### src/ifb_map.svh
// register offsets, field masks and reset values of the interrupt flag and enable bank
// Function
// - flags3: fault A, DMA5, encoder, PWM, CAN2
// - flags3 low byte: eight listed source flags
// - flags4: high byte and bit3 absent
// - flags2 bits 2..0: CAN1 rx, SPI2
// - enables0 high: bit15 absent, seven enables
// - enables0 low byte: eight listed enables
// - enables1 high byte: eight listed enables
// - enables1 low byte, bit2 absent
// - absent bits read zero, ignore writes
// - implemented bits read/write, zero after reset
`ifndef IFB_MAP_SVH
`define IFB_MAP_SVH

// data and address widths
`define IFB_DW           16
`define IFB_AW           4

// register offsets (word index on the register port)
`define IFB_OFF_FLAGS_2  4'h0
`define IFB_OFF_FLAGS_3  4'h1
`define IFB_OFF_FLAGS_4  4'h2
`define IFB_OFF_EN_0     4'h3
`define IFB_OFF_EN_1     4'h4
`define IFB_OFF_IRQ_STAT 4'h5
`define IFB_OFF_IRQ_MASK 4'h6

// implemented bits of each register
`define IFB_MASK_FLAGS_2 16'h0007
`define IFB_MASK_FLAGS_3 16'ha7ff
`define IFB_MASK_FLAGS_4 16'h00f7
`define IFB_MASK_EN_0    16'h7fff
`define IFB_MASK_EN_1    16'hfffb

// reset value of every register
`define IFB_RST_VAL      16'h0000

// flags 2 fields
`define IFB_F2_CAN1_RX   2
`define IFB_F2_SPI2_EVT  1
`define IFB_F2_SPI2_ERR  0
// flags 3 fields
`define IFB_F3_FAULT_A   15
`define IFB_F3_DMA5      13
`define IFB_F3_ENCODER   10
`define IFB_F3_PWM_ERR   9
`define IFB_F3_CAN2_EVT  8
`define IFB_F3_CAN2_RX   7
`define IFB_F3_T7        0
// flags 4 fields
`define IFB_F4_CAN2_TX   7
`define IFB_F4_CAN1_TX   6
`define IFB_F4_DMA7      5
`define IFB_F4_DMA6      4
`define IFB_F4_UART2_ERR 2
`define IFB_F4_UART1_ERR 1
`define IFB_F4_FAULT_B   0
// enables 0 and 1 selected fields
`define IFB_E0_DMA1      14
`define IFB_E0_ADC1      13
`define IFB_E0_EXT0      0
`define IFB_E1_ADC2      5
`define IFB_E1_CHANGE    3

// block event status bits
`define IFB_EVT_N        3
`define IFB_EVT_HW_SET   0
`define IFB_EVT_REQ_RISE 1
`define IFB_EVT_BAD_ADDR 2

`endif

### src/ifb_pkg.sv
// types shared by the interrupt flag and enable bank
package ifb_pkg;
	typedef logic [15:0] ifb_word_t;
	typedef logic [3:0]  ifb_addr_t;
	typedef logic [2:0]  ifb_evt_t;
endpackage : ifb_pkg

### src/ifb_bank.sv
// interrupt flag and enable bank: flags 2..4 tail, enables 0 and 1, register port
//
// The implementer's own choices: the placing of the registers and strobed register access.
`timescale 1ns/1ps
`include "ifb_map.svh"

module ifb_bank (
	// clock and reset
	input  wire logic               ref_clk_i,
	input  wire logic               rst_n_i,
	// register port
	input  wire ifb_pkg::ifb_addr_t addr_i,
	input  wire ifb_pkg::ifb_word_t wdata_i,
	input  wire logic               wr_i,
	input  wire logic               rd_i,
	output ifb_pkg::ifb_word_t      rdata_o,
	// peripheral event sources
	input  wire ifb_pkg::ifb_word_t evt_flags_2_i,
	input  wire ifb_pkg::ifb_word_t evt_flags_3_i,
	input  wire ifb_pkg::ifb_word_t evt_flags_4_i,
	// partner registers held elsewhere
	input  wire ifb_pkg::ifb_word_t flags_0_i,
	input  wire ifb_pkg::ifb_word_t flags_1_i,
	input  wire ifb_pkg::ifb_word_t enables_2_i,
	input  wire ifb_pkg::ifb_word_t enables_3_i,
	input  wire ifb_pkg::ifb_word_t enables_4_i,
	// register contents to priority logic
	output ifb_pkg::ifb_word_t      flags_2_o,
	output ifb_pkg::ifb_word_t      flags_3_o,
	output ifb_pkg::ifb_word_t      flags_4_o,
	output ifb_pkg::ifb_word_t      enables_0_o,
	output ifb_pkg::ifb_word_t      enables_1_o,
	// gated requests to the processor
	output ifb_pkg::ifb_word_t      req_0_o,
	output ifb_pkg::ifb_word_t      req_1_o,
	output ifb_pkg::ifb_word_t      req_2_o,
	output ifb_pkg::ifb_word_t      req_3_o,
	output ifb_pkg::ifb_word_t      req_4_o,
	// block interrupt
	output logic                    irq_o
);

	// address hit on a given offset
	function automatic logic hit(input ifb_pkg::ifb_addr_t a, input ifb_pkg::ifb_addr_t off);
		hit = (a == off);
	endfunction : hit

	// address belongs to any register of the bank
	function automatic logic mapped(input ifb_pkg::ifb_addr_t a);
		mapped = hit(a, `IFB_OFF_FLAGS_2) || hit(a, `IFB_OFF_FLAGS_3) ||
			hit(a, `IFB_OFF_FLAGS_4) || hit(a, `IFB_OFF_EN_0) ||
			hit(a, `IFB_OFF_EN_1) || hit(a, `IFB_OFF_IRQ_STAT) ||
			hit(a, `IFB_OFF_IRQ_MASK);
	endfunction : mapped

	// implemented-bit mask of a register, zero for unmapped
	function automatic ifb_pkg::ifb_word_t impl_mask(input ifb_pkg::ifb_addr_t a);
		case (a)
			`IFB_OFF_FLAGS_2:  impl_mask = `IFB_MASK_FLAGS_2;
			`IFB_OFF_FLAGS_3:  impl_mask = `IFB_MASK_FLAGS_3;
			`IFB_OFF_FLAGS_4:  impl_mask = `IFB_MASK_FLAGS_4;
			`IFB_OFF_EN_0:     impl_mask = `IFB_MASK_EN_0;
			`IFB_OFF_EN_1:     impl_mask = `IFB_MASK_EN_1;
			`IFB_OFF_IRQ_STAT: impl_mask = 16'h0007;
			`IFB_OFF_IRQ_MASK: impl_mask = 16'h0007;
			default:           impl_mask = 16'h0000;
		endcase
	endfunction : impl_mask

	ifb_pkg::ifb_word_t flags_2_q;
	ifb_pkg::ifb_word_t flags_3_q;
	ifb_pkg::ifb_word_t flags_4_q;
	ifb_pkg::ifb_word_t en_0_q;
	ifb_pkg::ifb_word_t en_1_q;
	ifb_pkg::ifb_evt_t  evt_stat;
	ifb_pkg::ifb_evt_t  evt_mask;
	ifb_pkg::ifb_evt_t  blk_evt;
	ifb_pkg::ifb_word_t rdata_reg;
	ifb_pkg::ifb_word_t rdata_next;
	ifb_pkg::ifb_word_t rd_mask_reg;
	logic               rd_pend_reg;
	logic               any_req;
	logic               any_req_reg;
	logic               wr_f2;
	logic               wr_f3;
	logic               wr_f4;
	logic               wr_e0;
	logic               wr_e1;

	// write strobes per register
	assign wr_f2 = wr_i && hit(addr_i, `IFB_OFF_FLAGS_2);
	assign wr_f3 = wr_i && hit(addr_i, `IFB_OFF_FLAGS_3);
	assign wr_f4 = wr_i && hit(addr_i, `IFB_OFF_FLAGS_4);
	assign wr_e0 = wr_i && hit(addr_i, `IFB_OFF_EN_0);
	assign wr_e1 = wr_i && hit(addr_i, `IFB_OFF_EN_1);

	// flags 2 tail: can1 rx, spi2 event, spi2 error
	ifb_bit_reg #(
		.IMPL_MASK (`IFB_MASK_FLAGS_2)
	) u_flags_2 (
		.ref_clk_i (ref_clk_i),
		.rst_n_i   (rst_n_i),
		.wr_i      (wr_f2),
		.wdata_i   (wdata_i),
		.set_i     (evt_flags_2_i),
		.q_o       (flags_2_q)
	);

	// flags 3: fault a, dma5, encoder, pwm, can2 and low byte sources
	ifb_bit_reg #(
		.IMPL_MASK (`IFB_MASK_FLAGS_3)
	) u_flags_3 (
		.ref_clk_i (ref_clk_i),
		.rst_n_i   (rst_n_i),
		.wr_i      (wr_f3),
		.wdata_i   (wdata_i),
		.set_i     (evt_flags_3_i),
		.q_o       (flags_3_q)
	);

	// flags 4: can tx requests, dma6/7, uart errors, fault b
	ifb_bit_reg #(
		.IMPL_MASK (`IFB_MASK_FLAGS_4)
	) u_flags_4 (
		.ref_clk_i (ref_clk_i),
		.rst_n_i   (rst_n_i),
		.wr_i      (wr_f4),
		.wdata_i   (wdata_i),
		.set_i     (evt_flags_4_i),
		.q_o       (flags_4_q)
	);

	// enables 0: software only, no hardware set
	ifb_bit_reg #(
		.IMPL_MASK (`IFB_MASK_EN_0)
	) u_en_0 (
		.ref_clk_i (ref_clk_i),
		.rst_n_i   (rst_n_i),
		.wr_i      (wr_e0),
		.wdata_i   (wdata_i),
		.set_i     (16'h0000),
		.q_o       (en_0_q)
	);

	// enables 1: software only, bit 2 absent
	ifb_bit_reg #(
		.IMPL_MASK (`IFB_MASK_EN_1)
	) u_en_1 (
		.ref_clk_i (ref_clk_i),
		.rst_n_i   (rst_n_i),
		.wr_i      (wr_e1),
		.wdata_i   (wdata_i),
		.set_i     (16'h0000),
		.q_o       (en_1_q)
	);

	// register contents out to priority logic
	assign flags_2_o   = flags_2_q;
	assign flags_3_o   = flags_3_q;
	assign flags_4_o   = flags_4_q;
	assign enables_0_o = en_0_q;
	assign enables_1_o = en_1_q;

	// request only while flag and its enable are both set
	assign req_0_o = flags_0_i & en_0_q;
	assign req_1_o = flags_1_i & en_1_q;
	assign req_2_o = flags_2_q & enables_2_i;
	assign req_3_o = flags_3_q & enables_3_i;
	assign req_4_o = flags_4_q & enables_4_i;
	assign any_req = |{req_0_o, req_1_o, req_2_o, req_3_o, req_4_o};

	// request edge tracker
	always_ff @(posedge ref_clk_i) begin
		if (!rst_n_i) begin
			any_req_reg <= 1'b0;
		end else begin
			any_req_reg <= any_req;
		end
	end

	// block events: hardware set, new request, access to a hole
	always_comb begin
		blk_evt = '0;
		blk_evt[`IFB_EVT_HW_SET] = |((evt_flags_2_i & `IFB_MASK_FLAGS_2) |
			(evt_flags_3_i & `IFB_MASK_FLAGS_3) | (evt_flags_4_i & `IFB_MASK_FLAGS_4));
		blk_evt[`IFB_EVT_REQ_RISE] = any_req && !any_req_reg;
		blk_evt[`IFB_EVT_BAD_ADDR] = (wr_i || rd_i) && !mapped(addr_i);
	end

	// sticky status, mask and interrupt line
	ifb_evt_irq #(
		.N         (`IFB_EVT_N)
	) u_evt_irq (
		.ref_clk_i (ref_clk_i),
		.rst_n_i   (rst_n_i),
		.evt_i     (blk_evt),
		.wr_stat_i (wr_i && hit(addr_i, `IFB_OFF_IRQ_STAT)),
		.wr_mask_i (wr_i && hit(addr_i, `IFB_OFF_IRQ_MASK)),
		.wdata_i   (wdata_i[2:0]),
		.stat_o    (evt_stat),
		.mask_o    (evt_mask),
		.irq_o     (irq_o)
	);

	// read multiplexer, holes and absent bits read zero
	always_comb begin
		case (addr_i)
			`IFB_OFF_FLAGS_2:  rdata_next = flags_2_q;
			`IFB_OFF_FLAGS_3:  rdata_next = flags_3_q;
			`IFB_OFF_FLAGS_4:  rdata_next = flags_4_q;
			`IFB_OFF_EN_0:     rdata_next = en_0_q;
			`IFB_OFF_EN_1:     rdata_next = en_1_q;
			`IFB_OFF_IRQ_STAT: rdata_next = {13'h0000, evt_stat};
			`IFB_OFF_IRQ_MASK: rdata_next = {13'h0000, evt_mask};
			default:           rdata_next = 16'h0000;
		endcase
		rdata_next = rdata_next & impl_mask(addr_i);
	end

	// read data stands only in the cycle after the strobe
	always_ff @(posedge ref_clk_i) begin
		if (!rst_n_i) begin
			rdata_reg <= `IFB_RST_VAL;
		end else if (rd_i) begin
			rdata_reg <= rdata_next;
		end else begin
			rdata_reg <= 16'h0000;
		end
	end

	// read flag and mask of the previous cycle's address, only checked by the assertions
	always_ff @(posedge ref_clk_i) begin
		if (!rst_n_i) begin
			rd_pend_reg <= 1'b0;
			rd_mask_reg <= 16'h0000;
		end else begin
			rd_pend_reg <= rd_i;
			rd_mask_reg <= impl_mask(addr_i);
		end
	end

	assign rdata_o = rdata_reg;

	// checks

	// event on flags 3 shows in the register next cycle
	a_flag3_event_set: assert property (
		@(posedge ref_clk_i) disable iff (!rst_n_i)
		((evt_flags_3_i & `IFB_MASK_FLAGS_3) != 16'h0000)
		|=> ((flags_3_q & $past(evt_flags_3_i & `IFB_MASK_FLAGS_3))
			== $past(evt_flags_3_i & `IFB_MASK_FLAGS_3)))
		else $error("flags 3 event did not set its bit");

	// flags 4 holes never set, even under events and writes
	a_flag4_holes_zero: assert property (
		@(posedge ref_clk_i) disable iff (!rst_n_i)
		(wr_f4 || (evt_flags_4_i != 16'h0000))
		|=> ((flags_4_q & ~(`IFB_MASK_FLAGS_4)) == 16'h0000))
		else $error("flags 4 unimplemented bit set");

	// flags 2 tail written then read back
	a_flag2_write_read: assert property (
		@(posedge ref_clk_i) disable iff (!rst_n_i)
		(wr_f2 && (evt_flags_2_i == 16'h0000)) ##1 (rd_i && hit(addr_i, `IFB_OFF_FLAGS_2)
			&& (evt_flags_2_i == 16'h0000))
		|=> (rdata_o == ($past(wdata_i, 2) & `IFB_MASK_FLAGS_2)))
		else $error("flags 2 readback wrong");

	// enables 0 takes written value, bit 15 dropped
	a_en0_write: assert property (
		@(posedge ref_clk_i) disable iff (!rst_n_i)
		wr_e0 |=> (enables_0_o == ($past(wdata_i) & 16'h7fff)))
		else $error("enables 0 write wrong");

	// enables 1 takes written value, bit 2 dropped, then holds
	a_en1_write_hold: assert property (
		@(posedge ref_clk_i) disable iff (!rst_n_i)
		wr_e1 ##1 !wr_e1 |=> (enables_1_o == ($past(wdata_i, 2) & 16'hfffb)))
		else $error("enables 1 write or hold wrong");

	// read data never shows an absent bit
	a_read_holes_zero: assert property (
		@(posedge ref_clk_i) disable iff (!rst_n_i)
		rd_pend_reg |-> ((rdata_o & ~rd_mask_reg) == 16'h0000))
		else $error("unimplemented bit read as one");

	// everything zero right after reset release
	a_reset_clears: assert property (
		@(posedge ref_clk_i) disable iff (!rst_n_i)
		$rose(rst_n_i) |-> (flags_2_o == 16'h0000 && flags_3_o == 16'h0000 &&
			flags_4_o == 16'h0000 && enables_0_o == 16'h0000 &&
			enables_1_o == 16'h0000 && rdata_o == 16'h0000 && !irq_o))
		else $error("register not zero after reset");

	// enabled event reaches the request within one cycle
	a_req_gate: assert property (
		@(posedge ref_clk_i) disable iff (!rst_n_i)
		(evt_flags_3_i[`IFB_F3_T7] && !wr_f3) ##1 enables_3_i[`IFB_F3_T7]
		|-> req_3_o[`IFB_F3_T7])
		else $error("enabled flag gave no request");

	// a disabled source never requests
	a_req_blocked: assert property (
		@(posedge ref_clk_i) disable iff (!rst_n_i)
		!enables_4_i[`IFB_F4_FAULT_B] |-> !req_4_o[`IFB_F4_FAULT_B])
		else $error("request while disabled");

	// hardware set beats a software clear in the same cycle
	a_set_beats_clear: assert property (
		@(posedge ref_clk_i) disable iff (!rst_n_i)
		(wr_f3 && !wdata_i[`IFB_F3_T7] && evt_flags_3_i[`IFB_F3_T7])
		|=> flags_3_o[`IFB_F3_T7])
		else $error("software clear beat hardware set");

	// write of zero with no event clears the flag
	a_sw_clear: assert property (
		@(posedge ref_clk_i) disable iff (!rst_n_i)
		(wr_f4 && !wdata_i[`IFB_F4_DMA7] && !evt_flags_4_i[`IFB_F4_DMA7])
		|=> !flags_4_o[`IFB_F4_DMA7])
		else $error("software clear ignored");

	// interrupt follows an unmasked access to a hole in the next cycle
	a_irq_bad_addr: assert property (
		@(posedge ref_clk_i) disable iff (!rst_n_i)
		((wr_i || rd_i) && !mapped(addr_i) && evt_mask[`IFB_EVT_BAD_ADDR]) ##1
			!(wr_i && hit(addr_i, `IFB_OFF_IRQ_MASK))
		|-> irq_o)
		else $error("hole access raised no interrupt");

	// flags 3 holds with no write and no event
	a_flag3_hold: assert property (
		@(posedge ref_clk_i) disable iff (!rst_n_i)
		(!wr_f3 && (evt_flags_3_i == 16'h0000))
		|=> (flags_3_q == $past(flags_3_q)))
		else $error("flags 3 changed with no cause");

	// enable holes stay zero after any enable write
	a_en_holes_zero: assert property (
		@(posedge ref_clk_i) disable iff (!rst_n_i)
		(wr_e0 || wr_e1)
		|=> (!enables_0_o[15] && !enables_1_o[2]))
		else $error("enable hole set");

	// flags 2 holds nothing above its three tail bits
	a_flag2_tail_only: assert property (
		@(posedge ref_clk_i) disable iff (!rst_n_i)
		(wr_f2 || (evt_flags_2_i != 16'h0000))
		|=> ((flags_2_q & ~(`IFB_MASK_FLAGS_2)) == 16'h0000))
		else $error("flags 2 bit above tail set");

	// a new request marks its status bit next cycle
	a_req_rise_mark: assert property (
		@(posedge ref_clk_i) disable iff (!rst_n_i)
		(any_req && !any_req_reg) |=> evt_stat[`IFB_EVT_REQ_RISE])
		else $error("request rise not recorded");

	// read data rests at zero when no read was made
	a_rdata_idle: assert property (
		@(posedge ref_clk_i) disable iff (!rst_n_i)
		!rd_i |=> (rdata_o == 16'h0000))
		else $error("read data not idle");

endmodule : ifb_bank

### src/ifb_bit_reg.sv
// one 16-bit flag or enable register with hardware set and software write
`timescale 1ns/1ps
`include "ifb_map.svh"

module ifb_bit_reg #(
	parameter logic [15:0] IMPL_MASK = 16'hffff
) (
	// clock and reset
	input  wire logic           ref_clk_i,
	input  wire logic           rst_n_i,
	// software write
	input  wire logic           wr_i,
	input  wire ifb_pkg::ifb_word_t wdata_i,
	// hardware set
	input  wire ifb_pkg::ifb_word_t set_i,
	// stored value
	output ifb_pkg::ifb_word_t  q_o
);
	ifb_pkg::ifb_word_t bits_reg;
	ifb_pkg::ifb_word_t bits_next;

	// write replaces, hardware set ORs on top so it wins over a clear
	always_comb begin
		bits_next = wr_i ? wdata_i : bits_reg;
		bits_next = (bits_next | set_i) & IMPL_MASK;
	end

	// storage, zero after reset
	always_ff @(posedge ref_clk_i) begin
		if (!rst_n_i) begin
			bits_reg <= `IFB_RST_VAL;
		end else begin
			bits_reg <= bits_next;
		end
	end

	assign q_o = bits_reg;
endmodule : ifb_bit_reg

### src/ifb_evt_irq.sv
// sticky block event status, mask and level interrupt
`timescale 1ns/1ps
`include "ifb_map.svh"

module ifb_evt_irq #(
	parameter int N = 3
) (
	// clock and reset
	input  wire logic         ref_clk_i,
	input  wire logic         rst_n_i,
	// events and software access
	input  wire logic [N-1:0] evt_i,
	input  wire logic         wr_stat_i,
	input  wire logic         wr_mask_i,
	input  wire logic [N-1:0] wdata_i,
	// state and interrupt
	output logic [N-1:0]      stat_o,
	output logic [N-1:0]      mask_o,
	output logic              irq_o
);
	logic [N-1:0] stat_reg;
	logic [N-1:0] mask_reg;

	// write one to clear; a new event in the same cycle stays set
	always_ff @(posedge ref_clk_i) begin
		if (!rst_n_i) begin
			stat_reg <= '0;
		end else begin
			stat_reg <= (stat_reg & ~(wr_stat_i ? wdata_i : '0)) | evt_i;
		end
	end

	// mask, one enables the status bit onto the interrupt
	always_ff @(posedge ref_clk_i) begin
		if (!rst_n_i) begin
			mask_reg <= '0;
		end else if (wr_mask_i) begin
			mask_reg <= wdata_i;
		end
	end

	assign stat_o = stat_reg;
	assign mask_o = mask_reg;
	assign irq_o  = |(stat_reg & mask_reg);
endmodule : ifb_evt_irq

### config.mk
export PLATFORM = sky130hd
export DESIGN_NAME = ifb_bank
export DESIGN_NICKNAME = d
export VERILOG_FILES = /design/src/ifb_pkg.sv /design/src/ifb_bank.sv /design/src/ifb_bit_reg.sv /design/src/ifb_evt_irq.sv
export VERILOG_INCLUDE_DIRS = /design/src
export SDC_FILE = /design/constraint.sdc
export NUM_CORES = 1
export LEC_CHECK = 0
export BUFFER_PORTS_ARGS = -buffer_cell sky130_fd_sc_hd__clkbuf_2
export CAP_MARGIN = 0
export CORE_AREA = 2 2 128 130
export CTS_BUF_LIST = sky130_fd_sc_hd__clkbuf_2 sky130_fd_sc_hd__clkbuf_4 sky130_fd_sc_hd__clkbuf_8
export DETAILED_ROUTE_END_ITERATION = 12
export DIE_AREA = 0 0 130 132
export PLACE_DENSITY_LB_ADDON = 0.12
export RECOVER_POWER = 25
export SLEW_MARGIN = 20
export SYNTH_ARGS = -nofsm -noshare
export SYNTH_HDL_FRONTEND = slang
export SYNTH_SLANG_ARGS = --single-unit
### constraint.sdc
create_clock -name ref_clk_i -period 1.74 [get_ports ref_clk_i]
set_clock_uncertainty 0.15 [all_clocks]
set_input_delay 0.348 -clock ref_clk_i [delete_from_list [all_inputs] [get_ports ref_clk_i]]
set_output_delay 0.348 -clock ref_clk_i [all_outputs]
set_load 0.01 [all_outputs]
After elaboration in Yosys (flattened, before gate mapping):

Cells that the tools add are included.

* word-level logic and storage cells: 63
* input port bits: 152
* output and inout bits: 177
* bits in registers: 81

* muxes and demuxes: 6
* eq/ne operators: 6
* reductions and logical operators: 24
* bitwise gates (word level): 15

Operator list (number)
* $pmux 16 s7: 1
* $pmux 16 s5: 1
* $reduce_or 80->1: 1
* $and 16x16->16: 4
* $and 3x16->16: 1
* $and 8x16->16: 1
* $mux 16: 1
* $or 16x16->16: 1
* $or 16x8->16: 1
* $or 3x16->16: 1
* $reduce_or 16->1: 1
* $eq 4x3->1 const B: 3
* $logic_and 1x1->1: 9
* $eq 4x2->1 const B: 2
* $mux 8: 1
* $or 8x8->8: 1
* $logic_or 1x1->1: 7
* $and 3x3->3: 2
* $mux 3: 2
* $or 3x3->3: 2
* $reduce_or 3->1: 2
* $eq 4x1->1 const B: 1
* $logic_not 4->1: 1
* $not 3->3: 1
* 2 further kinds: 3

Longest topological paths before layout:

Gate-level depths: netlist of the first run.

* depth in word-level cells: 10
* depth in mapped cells: 7

Modules after synthesis:

Synthesis of the first run repeated with hierarchy kept, for this count alone.

* cell total of the unflattened synthesis: 499
* area total of the unflattened synthesis: 4745.8 sq um

By module, submodules not included
* ifb_bank: area each 2005.7 sq um, sequential area each 340.3 sq um, cells each 276, times used 1
* ifb_bit_reg (u_en_0 ...): area each 665.6 sq um, sequential area each 300.3 sq um, cells each 50, times used 2
* ifb_bit_reg (u_flags_3): area each 583.1 sq um, sequential area each 260.2 sq um, cells each 45, times used 1
* ifb_bit_reg (u_flags_4): area each 380.4 sq um, sequential area each 140.1 sq um, cells each 32, times used 1
* ifb_evt_irq: area each 227.7 sq um, sequential area each 120.1 sq um, cells each 23, times used 1
* ifb_bit_reg (u_flags_2): area each 217.7 sq um, sequential area each 60.1 sq um, cells each 23, times used 1

Worst setup path before layout of the first run:

OpenSTA, ideal clock, no wires.

* path kind: input-to-reg
* from: input flags_0_i[3]
* to: register any_req_reg
* slack: 79 ps
* stages: 4
* required time: 1452 ps
* setup time: 138 ps
* data arrival time: 1373 ps
* cells stage by stage: and2_1 -> or4_1 -> nor3_2 -> a41oi_1

* word-level cells in the longest chain between the ends: 2

RTL lines
* start, declared: line ifb_bank.sv:22 `input wire ifb_pkg::ifb_word_t flags_0_i,`
* $and 16x16->16: line ifb_bank.sv:165 `assign req_0_o = flags_0_i & en_0_q;`
* $reduce_or 80->1: line ifb_bank.sv:170 `assign any_req = |{req_0_o, req_1_o, req_2_o, req_3_o, req_4_o};`
* end signal, assigned: line ifb_bank.sv:177 `any_req_reg <= any_req;`
* end, declared: line ifb_bank.sv:83 `logic any_req_reg;`

Every way passes these cells.
A chain may end at the register's enable or synchronous reset.

Worst setup path in the final report of the first run:

* from: register u_evt_irq.stat_reg[0], in the netlist u_evt_irq.stat_o[0]
* to: output irq_o

* word-level cells in the longest chain between the ends: 2

RTL lines
* start, declared: line ifb_evt_irq.sv:21 `logic [N-1:0] stat_reg;`
* start signal, assigned: line ifb_evt_irq.sv:29 `stat_reg <= (stat_reg & ~(wr_stat_i ? wdata_i : '0)) | evt_i;`
* $and 3x3->3: line ifb_evt_irq.sv:44 `assign irq_o = |(stat_reg & mask_reg);`
* $reduce_or 3->1: line ifb_evt_irq.sv:44
* end, declared: line ifb_bank.sv:40 `output logic irq_o`

Every way passes these cells.

==> results by stage, run 1 <==
Status:
- The flow ran to the end, but the final reports show violations.
- The final reports fail on negative setup slack.

Detailed routing:
- Dividing the detail-routed wire length by the instance count gives 17.5 um.
- The total detailed-routing wirelength is 17.8 mm.
- The first-pass detailed-route iteration total is 7.
- The count of nets left with antenna violations once routing finished came out at 0.
- After detailed routing, the number of remaining DRC violations is 0.
- Using the TritonRoute via totals, the vias-per-cell ratio works out to 4.47.
- The number of DRC markers in iteration 0 is 319.
- Detailed routing inserted a total of 4549 vias.

Logic synthesis:
- After synthesis the cells add up to 0.00423 sq mm.
- The cell count after synthesis is 508.
- The average cell area after synthesis is 8.32 sq um.
- The post-synthesis register bit count is 76.
- Counting distinct cell types in the post-synthesis netlist gives 51.
- The number of synthesis warnings is 0.
- The register area share after synthesis is 0.360.
- The main flop type after synthesis is sky130_fd_sc_hd__dfxtp_1.
- Yosys mapped a number of flops with a built-in enable equal to 0.
- Counting flops with an async set or reset pin after synthesis yields a share of 0.

Floorplan:
- For this design the top-level I/O count stands at 329.
- The core footprint is 0.0157 sq mm.
- The initial standard-cell utilization of the core is 0.269.
- The vertical die dimension is 132 um.
- The die extent in x is 130 um.
- The floorplan step defined a die boundary enclosing 0.0172 sq mm.
- The number of placement rows is 46.

Power:
- For this design the ratio of total power to cell area is 682 mW/mm^2.
- The worst-case vdd ir drop is 0.000311 V.
- The leakage power total is 3.11 nW.

STA:
- The final critical path time including I/O delays and setup is 1.76 ns.
- The post-route fraction of the period consumed by the critical path is 1.01.
- The accumulated negative setup slack is -0.0226 ns.
- The final critical-path setup slack is -0.0226 ns.
- Setup repair after global routing could not meet its margin everywhere.
- The setup violation total in the final timing report is 1.
- Across all hold checks on the routed design, the worst slack comes to 0.0585 ns.
- For this run, the top clock speed supported by timing is 0.567 GHz.
- The number of slew-limit violations in the final report is 0.
- The final-report hold violation count is 0.

CTS:
- The number of hold buffers added after CTS was 0.
- The number of buffers inserted during clock tree synthesis is 9.
- After clock tree synthesis, the clock-pin slew on the worst setup and hold paths is 0.09 ns.
- CTS saw 76 sinks.
- In this run the clock root is driven by a sky130_fd_sc_hd__clkbuf_8.
- The clock latency on the worst-skew pair is 0.35 ns.
- The longest clock path from root to sink contains 2 buffers.
- TritonCTS built the clock tree.
- The clock tree synthesis step divided the H-tree into 3 levels.

GRT:
- The number of antenna violations at the first check in global routing came to 0.
- The final global-route overflow total is 0.
- The wire length of the first global-routing pass is 26.4 mm.
- The largest net degree at the start of global routing is 60.
- The global-route usage over all layers is 0.203.
- The number of global-route vias before repair is 4408.

Layout:
- The number of inserted diodes is 0.
- The number of nets in the layout is 949.
- Fill cells in the final layout number 1690.
- The register with the most flip-flops in the layout has 16 of them.
- The fraction of final layout cells with drive strength greater than 1 is 0.408.
- The library cells used most frequently in the layout, excluding fill and tap cells, are sky130_fd_sc_hd__clkbuf_2 (199), sky130_fd_sc_hd__buf_4 (75), sky130_fd_sc_hd__dfxtp_1 (73), sky130_fd_sc_hd__nand2_1 (65), sky130_fd_sc_hd__a21oi_1 (56).
- From synthesis to final layout, the design area changed by 45.2%.
- The most frequent standard cell in the layout excluding fill and tap cells is sky130_fd_sc_hd__clkbuf_2.

Worst setup path:
- At the worst endpoint, the arrival time is 1.26 ns.
- Data on the critical path is required at its endpoint by 1.24 ns.
- The worst setup path is captured at an output port.
- STA classifies the critical path startpoint as a flip-flop.
- By startpoint and endpoint, the worst setup path is classified as flip-flop to output port.
- The peak fanout along the critical path is 2.

Placed design:
- The count of input and output buffers is 222.
- The post-detailed-placement half-perimeter wirelength is 14.8 mm.
- The global placer's final weighted congestion is 0.955.

Worst hold path:
- The class of the worst hold path is input pin to flip-flop.

Flow run:
- Across the run, the number of max-cap violations was 0.
## critical path, cell delays in order (launching register included)
cell and delay, ns:
sky130_fd_sc_hd__dfxtp_4 0.36, sky130_fd_sc_hd__a222oi_1 0.35, sky130_fd_sc_hd__inv_1 0.07, sky130_fd_sc_hd__clkbuf_2 0.13
## synthesized netlist by cell type, types with 3 or more instances
cell type | count | share of area
sky130_fd_sc_hd__dfxtp_1 | 76 | 0.36
sky130_fd_sc_hd__nand2_1 | 65 | 0.058
sky130_fd_sc_hd__buf_4 | 60 | 0.11
sky130_fd_sc_hd__a21oi_1 | 56 | 0.066
sky130_fd_sc_hd__and2_1 | 52 | 0.077
sky130_fd_sc_hd__mux2i_1 | 32 | 0.076
sky130_fd_sc_hd__inv_1 | 27 | 0.024
sky130_fd_sc_hd__nor2_1 | 22 | 0.020
sky130_fd_sc_hd__a22oi_1 | 21 | 0.037
sky130_fd_sc_hd__mux2_2 | 11 | 0.029
sky130_fd_sc_hd__buf_2 | 10 | 0.012
sky130_fd_sc_hd__nor4_1 | 10 | 0.015
sky130_fd_sc_hd__clkbuf_1 | 8 | 0.0071
sky130_fd_sc_hd__a32oi_1 | 4 | 0.0083
sky130_fd_sc_hd__nand3_1 | 4 | 0.0047
sky130_fd_sc_hd__nand4_1 | 3 | 0.0044
sky130_fd_sc_hd__o32a_1 | 3 | 0.0071
## metal layers
layer / track usage / wire length (um) / vias to the layer above
li1: - / - / 2214
met1: 0.283 / 8130 / 2117
met2: 0.334 / 8510 / 205
met3: 0.0227 / 1010 / 13
met4: 0.0478 / 189 / 0
met5: 0 / 0 / -
## metrics by stage
stage	instances	cell area, sq um	util	worst slack [ns]	total power [mW]
after floorplan	561	4430	-	0.0786	2.32
after global placement	1000	5930	0.377	-0.179	2.68
after detailed placement	1000	5930	0.377	-0.208	2.69
after CTS	1018	6190	0.394	-0.0459	4.24
after global routing	1018	6140	0.391	-0.0788	4.39
final	1018	6140	0.391	-0.0226	4.18
## area by class of cell
cell class	instances	area (sq um)	share of cell area
flip-flops and latches	76	1530	0.249
repair buffers	304	1730	0.282
multi-input cells	378	2290	0.373
inverters	28	105	0.0171
clock buffers	10	131	0.0214
clock inverters	6	87.6	0.0143
well taps	216	270	0.0440
## worst paths after layout
| check | cells after the start | slack [ns] | end | startpoint |
|---|---|---|---|---|
| hold / removal | 3 | 0.06 | u_flags_3.q_o[3] | evt_flags_3_i[3] |
| hold reg to reg | 2 | 0.35 | u_evt_irq.stat_o[2] | u_evt_irq.stat_o[2] |
| setup / recovery | 3 | -0.02 | irq_o | u_evt_irq.stat_o[0] |
| setup reg to reg | 4 | 0.01 | u_evt_irq.stat_o[1] | u_flags_3.q_o[3] |
## report_power, final
part	switching [mW]	internal, mW	total (mW)
Combinational	0.458	0.350	0.808
Sequential	0.0511	1.80	1.85
Clock	0.703	0.828	1.53
## kinds of logic after synthesis
family	synth area share
compound gates	0.142
flops	0.360
simple gates	0.237
buf+inv	0.153
mux	0.105
xor+xnor	0.00207
other cells	0.000887
## repair_timing
action | in CTS | in global routing
setup buffers | 2 | 0
setup endpoints to repair | 3 | 4
pin swaps | 2 | 1
resized for setup | 9 | 4
(Power assumes the default switching activity.)
==> run 2, diff against run 1 <==
Settings changed: GPL_TIMING_DRIVEN set to 0, MAX_ROUTING_LAYER set to met4.
==> run 2 against run 1 <==
The run still ends with negative setup slack left. Non-clock buffer count unchanged. Sequential share of layout area increased by 0.34 points. First-iteration DRC count decreased by 27%. Global-route usage increased by 1.0 points. Via count about the same. Power increased by 2.4%. Worst hold slack got worse by 0.011 ns. Final cell count unchanged. Core utilization decreased by 0.14 points. Design area decreased by 0.37%. Sequential power about the same. Register-to-register slack got worse by 0.07 ns.
==> results by stage, run 2 (synthesis gave the netlist of run 1 again) <==
Layout:
- The fraction of final layout cells with drive strength greater than 1 was 0.411 (+0.00374).
- The number of filler instances in the final layout is 1728 (+2.2%).
- The storage element area is 0.00154 sq mm (+0.98%).
- The flip-flop count of the largest register, all copies and words added is 16 (unchanged).
- The most frequent standard cell in the layout excluding fill and tap cells is sky130_fd_sc_hd__clkbuf_2.
- The number of inserted diodes is 0 (unchanged).
- The top cell types in the final layout, fill and taps aside, are sky130_fd_sc_hd__clkbuf_2 (195), sky130_fd_sc_hd__nand2_1 (66), sky130_fd_sc_hd__buf_4 (65), sky130_fd_sc_hd__dfxtp_1 (65), sky130_fd_sc_hd__a21oi_1 (56).
- The design area is 0.00611 sq mm (-0.37%).
- The final instance count without filler cells came to 1018 (unchanged).
- The signed area change from the synthesized netlist to the final layout is 44.6%.
- The area of the multi-input gates is 0.00232 sq mm (+1.5%).
- The number of nets in the layout was 949 (unchanged).

Power:
- The net switching power is 1.25 mW (+3.2%).
- The leakage power total is 3.09 nW (-0.66%).
- The clock share of power is 0.373 (+0.007).
- The worst-case vdd ir drop is 0.000421 V (+35%).
- The overall power of the completed layout is 4.28 mW (+2.4%).
- The areal power density over the cells was 701 mW/mm^2 (+2.8%).
- The cell-internal power was 3.03 mW (+2.1%).
- The portion of total power attributed to combinational logic is 0.188 (-0.005).
- The part of the total power dissipated in sequential elements is 0.439 (-0.002).
- The fraction of power spent switching nets is 0.292 (+0.00228).

STA:
- The post-route fraction of the period consumed by the critical path was 1.04 (+0.0231).
- Setup repair after global routing could not meet its margin everywhere.
- The final critical path time including I/O delays and setup came to 1.80 ns (+0.0402 ns).
- The worst slew margin relative to its limit is 0.572.
- The worst hold slack after final layout is 0.0479 ns (-0.0105 ns).
- The setup violation total in the final timing report is 3 (+2).
- The transition time at the pin with the least slew margin is 0.642 ns.
- The final critical-path setup slack is -0.0627 ns (-0.0402 ns).
- The maximum clock frequency was 0.555 GHz (-2.2%).
- The final-report hold violation count is 0 (unchanged).
- The number of slew-limit violations in the final report is 0 (unchanged).

Placed design:
- The global placer's final weighted congestion came to 0.932 (-2.5%).
- The post-detailed-placement cell area is 0.00580 sq mm (-2.2%).
- The cell count after placement was 997 (-0.30%).
- The count of input and output buffers is 220 (-0.90%).
- The post-detailed-placement half-perimeter wirelength is 14.9 mm (+0.92%).

Worst setup path:
- The data required time at the worst endpoint came to 1.81 ns (+0.57 ns).
- The worst-case reg-to-reg path depth is 4 (unchanged).
- STA classifies the critical path startpoint as a flip-flop.
- In this run the critical register-to-register path is launched from u_en_0.q_o[2].
- The slack of the worst reg-to-reg path is -0.06 ns (-0.07 ns).
- The worst setup path is captured at a flip-flop.
- The library cell contributing the largest single delay on the critical path is sky130_fd_sc_hd__or4_4.
- The peak fanout along the critical path is 3 (+1).
- The critical path data arrival time is 1.87 ns (+0.61 ns).
- The critical path goes through and2_1 -> or4_4 -> nor3_4 -> a41oi_2.
- The capture point of the worst reg-to-reg path is any_req_reg.
- The number of buffers and inverters on the critical path is 0 (-2).
- The biggest cell delay along the critical path came to 0.54 ns (+0.18 ns).
- The start-to-end type of the worst setup path is flip-flop to flip-flop.
- The kind of cell with the highest combined delay along the critical path is simple AND/OR/NAND/NOR gates.

Floorplan:
- The number of placement rows is 46 (unchanged).
- The core footprint is 0.0157 sq mm (unchanged).
- The vertical die dimension is 132 um (unchanged).
- The die extent in x is 130 um (unchanged).
- The initial standard-cell utilization of the core is 0.269 (unchanged).
- The area of the die is 0.0172 sq mm (unchanged).
- The I/O pin count came to 329 (unchanged).

CTS:
- The tree is rooted in a sky130_fd_sc_hd__clkbuf_8.
- The number of buffers inserted during clock tree synthesis was 9 (unchanged).
- The number of clock sinks seen by CTS is 76 (unchanged).
- The CTS clock-pin slew for the worst setup and hold paths came to 0.09 ns (about the same).
- The CTS tree is done.
- The maximum level of the CTS H-tree is 3 (unchanged).
- The quantity of hold-fixing buffers added after cts was 0 (unchanged).
- The clock latency on the worst-skew pair was 0.37 ns (+0.02 ns).
- The worst-case clock buffer depth came to 2 (unchanged).

GRT:
- The final global-route overflow total is 0 (unchanged).
- The number of antenna violations at the first check in global routing was 0 (unchanged).
- The number of global-route vias before repair came to 4287 (-2.7%).
- The wire length of the first global-routing pass is 26.2 mm (-0.52%).
- The largest net degree at the start of global routing came to 14 (-77%).
- The global-route usage over all layers is 0.213 (+0.00999).

Worst hold path:
- The path with the worst hold slack has its endpoint at u_flags_3.q_o[3].
- The path class of the tightest hold or removal check is input pin to flip-flop.
- The start point of the worst min-delay path is evt_flags_3_i[3].
- The cell depth of the worst min-delay path is 3 (unchanged).

Detailed routing:
- The final antenna-violating net count is 0 (unchanged).
- The number of DRC markers in iteration 0 is 232 (-27%).
- The average detailed-routed wire length per instance is 17.9 um (+2.3%).
- The first-pass detailed-route iteration total is 5 (-2).
- The number of vias after detailed routing is 4547 (-0.044%).
- The number of vias per cell is 4.47 (about the same).
- The number of remaining DRC errors is 0 (unchanged).
- The total detailed-routing wirelength is 18.3 mm (+2.3%).

Flow run:
- The max-cap check violation count is 0 (unchanged).

Status:
- The flow ran to the end, but the final reports show violations.
- The final reports fail on negative setup slack.
==> run 2: power by group through the flow <==
| stage | Clock, mW | Combinational [mW] | Sequential (mW) |
|---|---|---|---|
| detailed placement | 0 | 0.766 | 1.92 |
| global route | 1.70 | 0.878 | 1.89 |
| floorplan | 0 | 0.419 | 1.90 |
| finish | 1.60 | 0.806 | 1.88 |
| global placement | 0 | 0.766 | 1.92 |
| CTS | 1.63 | 0.795 | 1.88 |
==> run 2: layout make-up <==
class / instances / share of cell area
buffer: 79 / 0.0884
clock buffer: 11 / 0.0237
clock inverter: 5 / 0.0135
inverter: 28 / 0.0172
multi-input combinational: 378 / 0.380
sequential: 76 / 0.252
tap: 216 / 0.0442
timing repair buffer: 225 / 0.181
==> run 2: through the flow <==
step | setup TNS [ns] | setup WS [ns] | util
final | -0.112 | -0.0627 | 0.389
after CTS | -0.155 | -0.0679 | 0.388
after global placement | -9.85 | -0.269 | 0.369
after global routing | -0.465 | -0.109 | 0.389
after detailed placement | -10.02 | -0.291 | 0.369
after floorplan | 0 | 0.0786 | -
==> run 2: per-layer routing <==
metal,vias up,global-route usage,part of all wire
met5,-,-,0
met4,0,0.0711,0.023
met3,25,0.0268,0.056
met2,205,0.331,0.47
met1,2103,0.285,0.45
li1,2214,-,-
==> run 2: worst max-delay path by stage <==
stage                           startpoint          endpoint  slack, ns  depth (start not counted)
after floorplan               flags_0_i[3]       any_req_reg       0.08                          4
after global placement           addr_i[1]  u_flags_2.q_o[2]      -0.27                          7
after detailed placement         addr_i[1]  u_flags_2.q_o[2]      -0.29                          7
after CTS                 u_flags_3.q_o[3]       any_req_reg      -0.07                          4
after global routing      u_flags_3.q_o[3]       any_req_reg      -0.11                          4
final                        u_en_0.q_o[2]       any_req_reg      -0.06                          4
==> run 2: worst register-to-register path, cell delays in order, from the launching register on <==
cell and delay [ns]:
sky130_fd_sc_hd__dfxtp_4 0.37, sky130_fd_sc_hd__and2_1 0.16, sky130_fd_sc_hd__or4_4 0.54, sky130_fd_sc_hd__nor3_4 0.30, sky130_fd_sc_hd__a41oi_2 0.14
==> run 2: timing repair <==
| item | in CTS | in global routing |
|---|---|---|
| endpoints found under the hold margin | 0 | 0 |
| pin swaps | 3 | 4 |
| gates cloned | 0 | 0 |
| setup buffers | 4 | 1 |
| gates resized for setup | 16 | 17 |
| endpoints found under the setup margin | 6 | 11 |
==> run 3, diff against run 2 <==
Settings changed: SETUP_SLACK_MARGIN set to 0.15.
==> run 3 against run 2 <==
The flow still finishes with violations (negative setup slack). Via count barely moved. Maximum frequency fell by 1.4%. Largest cell class unchanged. Clock power barely moved. Non-clock buffer count rose by 4. Sequential power barely moved. Routed wire length rose by 0.15%. Design area rose by 2.5%. Core utilization rose by 0.98 points. Sequential share of layout area rose by 0.28 points. Highest routed layer unchanged.
==> results by stage, run 3 (synthesis gave the netlist of run 1 again) <==
Status:
- The flow ran to the end, but the final reports show violations.
- The final reports fail on negative setup slack.

Worst setup path:
- The sort of element at the end of the critical path is a flip-flop.
- The critical path data arrival time is 1.89 ns (+0.02 ns).
- The number of buffers and inverters on the critical path came to 0 (unchanged).
- The critical path is of the flip-flop to flip-flop type.
- The worst-case reg-to-reg path depth is 4 (unchanged).
- Broken down by cell family, the worst path's largest delay share belongs to simple AND/OR/NAND/NOR gates.
- The biggest cell delay along the critical path is 0.56 ns (+0.02 ns).
- Among all stages on the critical path, the largest delay is contributed by sky130_fd_sc_hd__or4b_4.
- The peak fanout along the critical path came to 2 (-1).
- The data required time at the worst endpoint is 1.80 ns (about the same).
- The signal on the critical path passes through a222oi_1 -> or4b_4 -> nor2_4 -> a41oi_1.
- The worst setup path is launched from a flip-flop.
- The count of cell instances traversed by the critical path is 4 (unchanged).

Detailed routing:
- The number of vias per cell is 4.45 (-0.48%).
- The first-pass detailed-route iteration total is 4 (-1).
- The number of remaining DRC errors is 0 (unchanged).
- The number of DRC markers in iteration 0 is 232 (unchanged).
- The average detailed-routed wire length per instance was 17.9 um (-0.24%).
- The number of vias after detailed routing came to 4543 (-0.088%).
- The total detailed-routing wirelength is 18.3 mm (+0.15%).
- The final antenna-violating net count is 0 (unchanged).

Worst hold path:
- The cell depth of the worst min-delay path came to 3 (unchanged).
- The worst hold path belongs to the class input pin to flip-flop.

Floorplan:
- The number of placement rows came to 46 (unchanged).
- The I/O pin count is 329 (unchanged).
- The die extent in x came to 130 um (unchanged).
- The initial standard-cell utilization of the core was 0.269 (unchanged).
- The vertical die dimension is 132 um (unchanged).
- The core footprint is 0.0157 sq mm (unchanged).
- The area of the die was 0.0172 sq mm (unchanged).

STA:
- The worst slew margin relative to its limit is 0.464 (-0.108).
- Setup repair after global routing could not meet its margin everywhere.
- The setup violation total in the final timing report is 34 (+31).
- The transition time at the pin with the least slew margin is 0.804 ns (+0.161 ns).
- The final-report hold violation count came to 0 (unchanged).
- The accumulated negative setup slack is -1.33 ns (-1.22 ns).
- The final critical-path setup slack is -0.0885 ns (-0.0258 ns).
- The maximum clock frequency was 0.547 GHz (-1.4%).
- The final critical path time including I/O delays and setup is 1.83 ns (+0.0258 ns).
- The post-route fraction of the period consumed by the critical path came to 1.05 (+0.0148).
- The number of slew-limit violations in the final report came to 0 (unchanged).

Power:
- The leakage power total is 3.19 nW (+3.4%).
- The overall power of the completed layout is 4.32 mW (+0.81%).
- The part of the total power dissipated in sequential elements came to 0.435 (-0.004).
- The net switching power was 1.23 mW (-1.4%).
- The clock share of power was 0.370 (-0.003).
- The worst-case vdd ir drop is 0.000423 V (+0.53%).
- The fraction of power spent switching nets was 0.285 (-0.00645).
- The portion of total power attributed to combinational logic is 0.195 (+0.007).
- The cell-internal power is 3.09 mW (+1.7%).
- The areal power density over the cells is 689 mW/mm^2 (-1.7%).

CTS:
- The tree is rooted in a sky130_fd_sc_hd__clkbuf_8.
- The number of clock sinks seen by CTS is 76 (unchanged).
- The CTS clock-pin slew for the worst setup and hold paths is 0.09 ns (about the same).
- The maximum level of the CTS H-tree is 3 (unchanged).
- The worst-case clock buffer depth is 2 (unchanged).
- The number of buffers inserted during clock tree synthesis is 9 (unchanged).
- The CTS tree is done.
- The clock latency on the worst-skew pair is 0.36 ns (about the same).

Layout:
- The flip-flop count of the largest register, all copies and words added is 16 (unchanged).
- The number of inserted diodes was 0 (unchanged).
- The storage element area is 0.00160 sq mm (+3.6%).
- The design area came to 0.00627 sq mm (+2.5%).
- Leaving out fill and tap cells, the most frequent cells in the layout are sky130_fd_sc_hd__clkbuf_2 (201), sky130_fd_sc_hd__nand2_1 (65), sky130_fd_sc_hd__buf_4 (64), sky130_fd_sc_hd__a21oi_1 (56), sky130_fd_sc_hd__conb_1 (54).
- The final instance count without filler cells came to 1022 (+0.39%).
- The number of nets in the layout is 953 (+0.42%).
- The number of filler instances in the final layout is 1721 (-0.41%).
- The fraction of final layout cells with drive strength greater than 1 is 0.481 (+0.0699).
- Leaving out fill and tap cells, the most frequent cell in the layout is sky130_fd_sc_hd__clkbuf_2.
- Compared with the post-synthesis result, the final layout area differs by 48.3%.
- The area of the multi-input gates is 0.00233 sq mm (+0.22%).

Placed design:
- The global placer's final weighted congestion is 0.924 (-0.85%).
- The count of input and output buffers is 220 (unchanged).
- The post-detailed-placement cell area came to 0.00582 sq mm (+0.30%).
- The post-detailed-placement half-perimeter wirelength came to 15.0 mm (+0.29%).
- The cell count after placement is 997 (unchanged).

GRT:
- The wire length of the first global-routing pass is 26.6 mm (+1.5%).
- The largest net degree at the start of global routing is 14 (unchanged).
- The number of global-route vias before repair is 4314 (+0.63%).
- The global-route usage over all layers is 0.214 (+0.00155).
- The final global-route overflow total is 0 (unchanged).
- The number of antenna violations at the first check in global routing is 0 (unchanged).

Flow run:
- The max-cap check violation count came to 0 (unchanged).
==> run 3: changes by cell type in the layout (fill, tap and decap cells not counted), sizes merged <==
cell,delta
clkinv,+1
buf,+8
clkbuf,-4
inv,-1
==> run 3: repair_timing <==
| item | 4_1_cts | 5_1_grt |
|---|---|---|
| setup buffers | 5 | 4 |
| hold buffers | 0 | 0 |
| pin swaps | 2 | 1 |
| gates resized for setup | 60 | 49 |
| endpoints found under the setup margin | 34 | 72 |
==> run 3: through the flow <==
step                 util  hold slack (ns)  setup slack, ns
global route        0.399           0.0538           -0.198
detailed placement  0.370            0.328           -0.270
global placement    0.370            0.326           -0.268
finish              0.399           0.0527          -0.0885
CTS                 0.395           0.0436           -0.123
floorplan               -            0.299            0.131
==> run 3: power by group through the flow <==
stage / logic [mW] / clock network, mW / registers [mW]
final: 0.843 / 1.60 / 1.88
after global placement: 0.772 / 0 / 1.92
after detailed placement: 0.774 / 0 / 1.92
after global routing: 0.916 / 1.73 / 1.89
after floorplan: 0.422 / 0 / 1.90
after CTS: 0.824 / 1.63 / 1.88
==> run 3: layout make-up <==
class | instances | share of cell area
multi-input combinational | 378 | 0.371
sequential | 76 | 0.255
timing repair buffer | 229 | 0.189
buffer | 79 | 0.0876
tap | 216 | 0.0431
clock buffer | 11 | 0.0242
inverter | 28 | 0.0168
clock inverter | 5 | 0.0132
==> run 3: worst paths after layout <==
| path | start | end | slack, ns |
|---|---|---|---|
| max | u_flags_3.q_o[5] | any_req_reg | -0.09 |
| min | evt_flags_3_i[3] | u_flags_3.q_o[3] | 0.05 |
| max reg2reg | u_flags_3.q_o[5] | any_req_reg | -0.09 |
| min reg2reg | u_en_0.q_o[6] | u_en_0.q_o[6] | 0.33 |
==> run 3: routing by layer <==
layer,global-route usage,routed length (um)
met5,-,0
met3,0.0288,1060
met1,0.281,8100
met2,0.348,8830
met4,0.0532,284
==> run 3: worst min-delay path, cell delays in order <==
cell,delay [ns]
sky130_fd_sc_hd__clkbuf_2,0.09
sky130_fd_sc_hd__inv_1,0.05
sky130_fd_sc_hd__a21oi_1,0.04
